--- src/rtl/pab_params.svh ---
`ifndef PAB_PARAMS_SVH
`define PAB_PARAMS_SVH

// register indices
`define PAB_OFF_CTRL 5'h00
`define PAB_OFF_IDLO 5'h03
`define PAB_OFF_ADV 5'h04
`define PAB_OFF_LPA 5'h05
`define PAB_OFF_NEG 5'h10

// ident fields
`define PAB_ID_OUI_HI 15
`define PAB_ID_OUI_LO 10
`define PAB_ID_MDL_HI 9
`define PAB_ID_MDL_LO 4
`define PAB_ID_REV_HI 3
`define PAB_ID_REV_LO 0

// advertisement and partner fields
`define PAB_B_NP 15
`define PAB_B_ACK 14
`define PAB_B_RF 13
`define PAB_B_PAUSE_HI 11
`define PAB_B_PAUSE_LO 10
`define PAB_B_T4 9
`define PAB_B_TXFD 8
`define PAB_B_TX 7
`define PAB_B_10FD 6
`define PAB_B_10 5
`define PAB_B_SEL_HI 4
`define PAB_B_SEL_LO 0

// control fields
`define PAB_C_ANEN 12
`define PAB_C_RESTART 9
`define PAB_C_SPEED 13
`define PAB_C_DUPLEX 8

// masks of writable and received bits
`define PAB_ADV_WMASK 16'h2DFF
`define PAB_LPA_RMASK 16'hE7FF
`define PAB_CTRL_WMASK 16'h3100

// reset values
`define PAB_SEL_RST 5'h01
`define PAB_ADV_FIXED_RST 16'h0081
`define PAB_LPA_RST 16'h0001
`define PAB_CTRL_RST 16'h1000

`endif

--- src/rtl/pab_pkg.sv ---
package pab_pkg;

  typedef logic [15:0] pab_word_t;

  typedef enum logic [2:0] {
    PAB_AN_IDLE = 3'b001,
    PAB_AN_WAIT = 3'b010,
    PAB_AN_DONE = 3'b100
  } pab_an_state_t;

endpackage : pab_pkg

--- src/rtl/pab_regs.sv ---
`timescale 1ns/1ps
`include "pab_params.svh"

// Behaviour
// - ident bits 15:10 hold OUI, writable
// - ident bits 9:4 hold model, writable
// - ident bits 3:0 hold revision, writable
// - revision reset value is a parameter
// - advertise bit 13 remote fault, reset zero
// - advertise bits 11:10 pause code, reset 00
// - both pause kinds resolve to one mode
// - advertise ability bits 8..5, bit 7 resets one
// - bits 8,6 reset from mode straps, bit 5 loads one
// - selector bits 4:0 writable, reset 00001
// - partner bit 15 next page, unsupported locally
// - partner bit 14 set once word received
// - partner bit 13 shows partner remote fault
// - partner bit 10 shows partner pause
// - partner bit 9 reports T4, not local
// - partner bits 8:5 abilities, selector resets 00001
// - autoneg enable overrides manual speed, duplex
// - restart bit self-clears, restarts negotiation
module pab_regs
  import pab_pkg::*;
#(
  parameter logic [5:0] OUI_BITS = 6'h2A, // arbitrary identity value
  parameter logic [5:0] MODEL_NUM = 6'h15, // arbitrary identity value
  parameter logic [3:0] REV_NUM = 4'h1 // arbitrary identity value
) (
  input wire logic ref_clk_i,
  input wire logic rst_i,
  input wire logic [4:0] addr_i,
  input wire logic [15:0] wdata_i,
  input wire logic wr_i,
  input wire logic rd_i,
  output logic [15:0] rdata_o,
  input wire logic [2:0] mode_strap_i,
  input wire logic [15:0] rx_word_i,
  input wire logic rx_word_valid_i,
  input wire logic an_complete_i,
  output logic an_restart_o,
  output logic an_busy_o,
  output logic speed_100_o,
  output logic full_duplex_o,
  output logic pause_sym_o,
  output logic pause_asym_o
);

  // ************************************************
  // helpers
  // ************************************************
  function automatic logic hit(input logic [4:0] a, input logic [4:0] off);
    hit = (a == off);
  endfunction : hit

  function automatic pab_word_t merge(input pab_word_t old_v,
                                      input pab_word_t new_v,
                                      input pab_word_t mask);
    merge = (old_v & ~mask) | (new_v & mask);
  endfunction : merge

  // ************************************************
  // strap capture and synchronised pins
  // ************************************************
  logic [2:0] strap_s;
  logic word_vld_s;
  logic done_s;
  logic strap_take_q;

  pab_sync #(.W(3)) u_strap_sync (
    .ref_clk_i(ref_clk_i),
    .rst_i(rst_i),
    .d_i(mode_strap_i),
    .q_o(strap_s)
  );

  pab_sync #(.W(2)) u_evt_sync (
    .ref_clk_i(ref_clk_i),
    .rst_i(rst_i),
    .d_i({rx_word_valid_i, an_complete_i}),
    .q_o({word_vld_s, done_s})
  );

  // the received word is held stable by its source while valid is high
  logic [15:0] word_s1_q;
  logic [15:0] word_s2_q;

  always_ff @(posedge ref_clk_i or posedge rst_i) begin
    if (rst_i) begin
      word_s1_q <= 16'h0000;
      word_s2_q <= 16'h0000;
    end else begin
      word_s1_q <= rx_word_i;
      word_s2_q <= word_s1_q;
    end
  end

  // strap load runs three cycles after release, once synchroniser settles
  logic [1:0] strap_cnt_q;
  always_ff @(posedge ref_clk_i or posedge rst_i) begin
    if (rst_i) begin
      strap_cnt_q <= 2'h0;
      strap_take_q <= 1'b0;
    end else begin
      if (strap_cnt_q != 2'h3) begin
        strap_cnt_q <= strap_cnt_q + 2'h1;
      end
      strap_take_q <= (strap_cnt_q == 2'h2);
    end
  end

  // ************************************************
  // identification register
  // ************************************************
  logic [5:0] oui_q;
  logic [5:0] model_q;
  logic [3:0] rev_q;

  // organisation bits
  always_ff @(posedge ref_clk_i or posedge rst_i) begin
    if (rst_i) begin
      oui_q <= OUI_BITS;
    end else if (wr_i && hit(addr_i, `PAB_OFF_IDLO)) begin
      oui_q <= wdata_i[`PAB_ID_OUI_HI:`PAB_ID_OUI_LO];
    end
  end

  // model code
  always_ff @(posedge ref_clk_i or posedge rst_i) begin
    if (rst_i) begin
      model_q <= MODEL_NUM;
    end else if (wr_i && hit(addr_i, `PAB_OFF_IDLO)) begin
      model_q <= wdata_i[`PAB_ID_MDL_HI:`PAB_ID_MDL_LO];
    end
  end

  // revision code, reset value chosen per build
  always_ff @(posedge ref_clk_i or posedge rst_i) begin
    if (rst_i) begin
      rev_q <= REV_NUM;
    end else if (wr_i && hit(addr_i, `PAB_OFF_IDLO)) begin
      rev_q <= wdata_i[`PAB_ID_REV_HI:`PAB_ID_REV_LO];
    end
  end

  // ************************************************
  // advertisement register
  // ************************************************
  pab_word_t adv_q;
  pab_word_t strap_adv;

  // mode straps: 1xx or 011 all capable; 001 adds 10M full duplex; 000, 010 half duplex only
  always_comb begin
    strap_adv = `PAB_ADV_FIXED_RST;
    strap_adv[`PAB_B_10] = 1'b1;
    strap_adv[`PAB_B_10FD] = strap_s[0] | strap_s[2];
    strap_adv[`PAB_B_TXFD] = strap_s[2] | (strap_s[1] & strap_s[0]);
  end

  always_ff @(posedge ref_clk_i or posedge rst_i) begin
    if (rst_i) begin
      adv_q <= `PAB_ADV_FIXED_RST;
    end else if (wr_i && hit(addr_i, `PAB_OFF_ADV)) begin
      adv_q <= merge(adv_q, wdata_i, `PAB_ADV_WMASK);
    end else if (strap_take_q) begin
      adv_q <= strap_adv;
    end
  end

  // ************************************************
  // control: enable, restart, manual speed and duplex
  // ************************************************
  pab_word_t ctrl_q;
  logic restart_req;

  assign restart_req = wr_i && hit(addr_i, `PAB_OFF_CTRL) &&
                       wdata_i[`PAB_C_RESTART];

  always_ff @(posedge ref_clk_i or posedge rst_i) begin
    if (rst_i) begin
      ctrl_q <= `PAB_CTRL_RST;
    end else if (wr_i && hit(addr_i, `PAB_OFF_CTRL)) begin
      ctrl_q <= merge(ctrl_q, wdata_i, `PAB_CTRL_WMASK);
    end
  end

  // ************************************************
  // negotiation sequencing
  // ************************************************
  pab_an_state_t an_q;
  pab_word_t lpa_q;
  logic sym_c;
  logic asym_c;

  pab_pause_res u_pause (
    .local_i(adv_q[`PAB_B_PAUSE_HI:`PAB_B_PAUSE_LO]),
    .partner_i(lpa_q[`PAB_B_PAUSE_LO]),
    .sym_o(sym_c),
    .asym_o(asym_c)
  );

  always_ff @(posedge ref_clk_i or posedge rst_i) begin
    if (rst_i) begin
      an_q <= PAB_AN_IDLE;
    end else begin
      case (an_q)
        PAB_AN_IDLE: begin
          if (restart_req || strap_take_q) begin
            an_q <= PAB_AN_WAIT;
          end
        end
        PAB_AN_WAIT: begin
          if (done_s) begin
            an_q <= PAB_AN_DONE;
          end
        end
        PAB_AN_DONE: begin
          if (restart_req) begin
            an_q <= PAB_AN_WAIT;
          end
        end
        default: an_q <= PAB_AN_IDLE;
      endcase
    end
  end

  // restart reads back zero: it is never stored, only pulsed
  always_ff @(posedge ref_clk_i or posedge rst_i) begin
    if (rst_i) begin
      an_restart_o <= 1'b0;
      an_busy_o <= 1'b0;
    end else begin
      an_restart_o <= restart_req && ctrl_q[`PAB_C_ANEN];
      an_busy_o <= (an_q == PAB_AN_WAIT);
    end
  end

  // resolved speed and duplex: negotiated result overrides manual bits
  always_ff @(posedge ref_clk_i or posedge rst_i) begin
    if (rst_i) begin
      speed_100_o <= 1'b0;
      full_duplex_o <= 1'b0;
    end else if (!ctrl_q[`PAB_C_ANEN]) begin
      speed_100_o <= ctrl_q[`PAB_C_SPEED];
      full_duplex_o <= ctrl_q[`PAB_C_DUPLEX];
    end else if (an_q == PAB_AN_DONE) begin
      speed_100_o <= (adv_q[`PAB_B_TX] & lpa_q[`PAB_B_TX]) |
                     (adv_q[`PAB_B_TXFD] & lpa_q[`PAB_B_TXFD]);
      full_duplex_o <= (adv_q[`PAB_B_TXFD] & lpa_q[`PAB_B_TXFD]) |
                       (adv_q[`PAB_B_10FD] & lpa_q[`PAB_B_10FD] &
                        ~(adv_q[`PAB_B_TX] & lpa_q[`PAB_B_TX]));
    end
  end

  // pause mode only while negotiation is on and complete
  always_ff @(posedge ref_clk_i or posedge rst_i) begin
    if (rst_i) begin
      pause_sym_o <= 1'b0;
      pause_asym_o <= 1'b0;
    end else if (ctrl_q[`PAB_C_ANEN] && (an_q == PAB_AN_DONE)) begin
      pause_sym_o <= sym_c;
      pause_asym_o <= asym_c;
    end else begin
      pause_sym_o <= 1'b0;
      pause_asym_o <= 1'b0;
    end
  end

  // ************************************************
  // partner ability register
  // ************************************************
  always_ff @(posedge ref_clk_i or posedge rst_i) begin
    if (rst_i) begin
      lpa_q <= `PAB_LPA_RST;
    end else if (word_vld_s) begin
      // ack forced: a word has arrived; arrival wins over a restart
      lpa_q <= (word_s2_q & `PAB_LPA_RMASK) |
               (16'h0001 << `PAB_B_ACK);
    end else if (restart_req) begin
      lpa_q <= `PAB_LPA_RST;
    end
  end

  // ************************************************
  // read port
  // ************************************************
  always_ff @(posedge ref_clk_i or posedge rst_i) begin
    if (rst_i) begin
      rdata_o <= 16'h0000;
    end else if (rd_i) begin
      case (addr_i)
        `PAB_OFF_CTRL: rdata_o <= ctrl_q;
        `PAB_OFF_IDLO: rdata_o <= {oui_q, model_q, rev_q};
        `PAB_OFF_ADV: rdata_o <= adv_q & `PAB_ADV_WMASK;
        `PAB_OFF_LPA: rdata_o <= lpa_q;
        `PAB_OFF_NEG: rdata_o <= {11'h000, an_q == PAB_AN_DONE,
                                  pause_sym_o, pause_asym_o,
                                  speed_100_o, full_duplex_o};
        default: rdata_o <= 16'h0000;
      endcase
    end else begin
      rdata_o <= 16'h0000;
    end
  end

endmodule : pab_regs

--- src/rtl/pab_sync.sv ---
`timescale 1ns/1ps

// ************************************************
// two-flop synchroniser for pin levels
// ************************************************
module pab_sync #(
  parameter int W = 1
) (
  input wire logic ref_clk_i,
  input wire logic rst_i,
  input wire logic [W-1:0] d_i,
  output logic [W-1:0] q_o
);

  logic [W-1:0] meta_q;

  always_ff @(posedge ref_clk_i or posedge rst_i) begin
    if (rst_i) begin
      meta_q <= '0;
      q_o <= '0;
    end else begin
      meta_q <= d_i;
      q_o <= meta_q;
    end
  end

endmodule : pab_sync

--- src/rtl/pab_pause_res.sv ---
`timescale 1ns/1ps

// ************************************************
// pause resolution at negotiation completion
// ************************************************
module pab_pause_res (
  input wire logic [1:0] local_i,
  input wire logic partner_i,
  output logic sym_o,
  output logic asym_o
);

  // never both modes at once
  always_comb begin
    sym_o = 1'b0;
    asym_o = 1'b0;
    if (local_i[0] && partner_i) begin
      sym_o = 1'b1;
    end else if (local_i[1]) begin
      asym_o = 1'b1;
    end
  end

endmodule : pab_pause_res

--- config.mk ---
export PLATFORM = sky130hd
export DESIGN_NAME = pab_regs
export DESIGN_NICKNAME = d
export VERILOG_FILES = /design/src/rtl/pab_pkg.sv /design/src/rtl/pab_regs.sv /design/src/rtl/pab_sync.sv /design/src/rtl/pab_pause_res.sv
export VERILOG_INCLUDE_DIRS = /design/src /design/src/rtl
export SDC_FILE = /design/constraint.sdc
export NUM_CORES = 1
export LEC_CHECK = 0
export ABC_AREA = 1
export BUFFER_PORTS_ARGS = -buffer_cell sky130_fd_sc_hd__buf_2
export CELL_PAD_IN_SITES_DETAIL_PLACEMENT = 1
export CELL_PAD_IN_SITES_GLOBAL_PLACEMENT = 2
export CORE_ASPECT_RATIO = 2
export CORE_MARGIN = 1.5
export CORE_UTILIZATION = 32
export DETAILED_ROUTE_END_ITERATION = 6
export PLACE_DENSITY = 0.76
export SYNTH_ARGS = -nofsm -noshare
export SYNTH_HDL_FRONTEND = slang
export SYNTH_SLANG_ARGS = --single-unit
--- constraint.sdc ---
create_clock -name ref_clk_i -period 3 [get_ports ref_clk_i]
set_input_delay 0 -clock ref_clk_i [delete_from_list [all_inputs] [get_ports ref_clk_i]]
set_output_delay 0 -clock ref_clk_i [all_outputs]
set_load 0.1 [all_outputs]
==> impl_metrics.env <==
export IMPL_outcome="finished clean"
export IMPL_synth_area_um2=4180
export IMPL_ir_drop_uv=477
export IMPL_via_per_inst=4.66
export IMPL_grt_max_degree=60
export IMPL_cts_buffers=9
export IMPL_maxSlewViolCount=0
export IMPL_dpl_hpwl_mm=7.57
export IMPL_crit_family="flip-flops"
export IMPL_crit_path_start="an_q[0]"
export IMPL_drv_cap=0
export IMPL_layout_area_overhead_vs_synth_pct=27.3
export IMPL_dp_cells=618
export IMPL_period_share=0.489
export IMPL_drtIter0Drc=124
export IMPL_clock_skew_ps=8.27
export IMPL_hold_viol=0
export IMPL_slowest_delay_ps=560
export IMPL_layout_commonest_cell="dfrtp_1"
export IMPL_portBuffers=64
export IMPL_cts_tree="built"
export IMPL_finalWeightedCongestion=0.800
export IMPL_p_leak_uw=0.00265
export IMPL_die_w_um=83.8
export IMPL_power_switching_uw=1000
export IMPL_worstPathCellList="nand3b_1, o21ai_0, nand2_1, nand3_1, nand2_1"
export IMPL_die_y_um=165
export IMPL_setup_viol=0
export IMPL_internal_power_uw=2460
export IMPL_place_area_um2=4670
export IMPL_p_per_area_nw_per_um2=650
export IMPL_grt_first_pass_wirelength_mm=17.2
export IMPL_drive_gt1_frac=0.219
export IMPL_std_cell_rows=58
export IMPL_synth_nets=458
export IMPL_p_sw_frac=0.289
export IMPL_io_pins=68
export IMPL_fin_util=0.419
export IMPL_crit_fanout=4
export IMPL_r2r_start="an_q[0]"
export IMPL_post_cts_setup_buffer_count=0
export IMPL_grt_antenna_before_repair=0
export IMPL_dr_pass1_iters=4
export IMPL_arrival_ps=1700
export IMPL_cpMostUsedCell="nand2_1"
export IMPL_nNetsFinal=563
export IMPL_p_comb_frac=0.154
export IMPL_synth_seq_cells=109
export IMPL_start_util=0.329
export IMPL_worstMarginPinSlew_ps=776
export IMPL_synthArstFlopShare=1.00
export IMPL_synth_edf_count=0
export IMPL_ys_types=29
export IMPL_drc_errors=0
export IMPL_rsz0062_at_grt="false"
export IMPL_p_clk_frac=0.346
export IMPL_ys_seq_area_frac=0.656
export IMPL_yosys_warnings=0
export IMPL_clock_root_buffer="clkbuf_16"
export IMPL_wl_mm=10.5
export IMPL_reg2reg_slack_ps=1530
export IMPL_finalSetupTns_ps=0
export IMPL_pre_cts_slack_ps=1250
export IMPL_fin_area_um2=5330
export IMPL_worst_setup_path_start_kind="flop"
export IMPL_die_area_um2=13800
export IMPL_via_count=3120
export IMPL_synth_flop_cell="dfrtp_1"
export IMPL_avgSynthCellArea_um2=10.2
export IMPL_clock_path_buffers=2
export IMPL_antenna_cells=0
export IMPL_postLayoutSetupSlackWorst_ps=1530
export IMPL_clock_sinks=109
export IMPL_cp_slowest_cell="dfstp_2"
export IMPL_wire_per_inst_um=15.6
export IMPL_cts_htree_levels=3
export IMPL_cp_required_ps=3240
export IMPL_grt_ovfl_total=0
export IMPL_design_core_area_um2=12700
export IMPL_grt_usage=0.163
export IMPL_fill_cells=1411
export IMPL_slew_headroom=0.483
export IMPL_end_kind="flop"
export IMPL_hold_start="wr_i"
export IMPL_ant_nets=0
export IMPL_worst_path_buf_inv=0
export IMPL_stdcell_count=670
export IMPL_clk_pin_slew_worst_paths_ps=70
export IMPL_period_minus_slack_ps=1470
export IMPL_synthCells=410
export IMPL_hp_class="input port to flop"
export IMPL_clk_latency_ps=340
export IMPL_critPathKind="flop to flop"
export IMPL_power_frac_seq=0.500
export IMPL_timing_fmax_mhz=682
export IMPL_layout_common_cells="dfrtp_1, nand2_1, buf_2"
export IMPL_grt_pass1_vias=3431
==> per-layer routing <==
metal / share of wire / routed length [um] / global-route usage
met3: 0.031 / 321 / 0.0315
met5: 0 / 0 / 0
met4: 0.025 / 266 / 0.0693
met1: 0.38 / 3950 / 0.173
met2: 0.57 / 5920 / 0.309
==> per-stage QoR <==
step | hold slack, ps | power (uW)
floorplan | 31.4 | 2100
global placement | 109 | 2230
detailed placement | 110 | 2260
CTS | 12.1 | 3520
global route | 46.9 | 3630
finish | 26.4 | 3460
==> synthesized netlist by cell type, types with 3 or more instances <==
| cell | instances | area [um2] |
|---|---|---|
| dfrtp_1 | 97 | 2430 |
| nand2_1 | 91 | 342 |
| inv_1 | 52 | 195 |
| o21ai_0 | 48 | 240 |
| nor2_1 | 33 | 124 |
| nand3_1 | 19 | 95.1 |
| dfstp_2 | 12 | 315 |
| nand4_1 | 6 | 37.5 |
| nor2_4 | 6 | 67.6 |
| o21ai_1 | 5 | 25.0 |
| inv_2 | 4 | 15.0 |
| o211ai_1 | 4 | 30.0 |
| o22ai_1 | 4 | 25.0 |
| a21oi_1 | 3 | 15.0 |
| nand2_2 | 3 | 18.8 |
==> sequential cells by signal, summed over array words and instances, names as in the netlist, 4 cells and up <==
register	cells
adv_q	12
lpa_q	14
model_q	6
oui_q	6
rdata_o	16
rev_q	4
word_s1_q	13
word_s2_q	13
==> cell type report <==
cell class | count | area, um2 | share of cell area
timing repair buffer | 102 | 708 | 0.133
inverter | 56 | 213 | 0.0399
tap | 150 | 188 | 0.0352
clock inverter | 6 | 71.3 | 0.0134
clock buffer | 10 | 229 | 0.0430
multi-input combinational | 237 | 1170 | 0.221
sequential | 109 | 2740 | 0.515
==> worst paths after layout <==
check | endpoint | cells after the start
setup / recovery | an_q[2] | 5
hold / removal | ctrl_q[8] | 3
setup reg to reg | an_q[2] | 5
hold reg to reg | u_evt_sync.q_o[1] | 0
max in group asynchronous | oui_q[1] | 4
min in group asynchronous | word_s2_q[15] | 3
==> worst min-delay path, delay by kind of cell <==
family | cells | cell delay (ps)
and+or+nand+nor | 2 | 160
buffers and inverters | 1 | 160
==> power by group through the flow <==
stage / Combinational [uW] / Sequential [uW] / Clock (uW)
detailed placement: 500 / 1760 / 0
global placement: 475 / 1750 / 0
finish: 533 / 1730 / 1200
global route: 590 / 1750 / 1290
CTS: 542 / 1730 / 1240
floorplan: 226 / 1870 / 0
==> cell families after synthesis <==
logic type / count (synthesis) / synth area share
adders and majority gates: 2 / 0.00598
DFF: 109 / 0.656
AOI/OAI and AO/OA: 66 / 0.0835
buffers and inverters: 64 / 0.0634
and+or+nand+nor: 168 / 0.189
xor gates and xnor gates: 1 / 0.00209
==> what timing repair did <==
action,CTS,global route
endpoints found under the hold margin,99,0
hold buffers,36,0
gates resized for setup,0,0
Power figures use the tool's default switching activity.
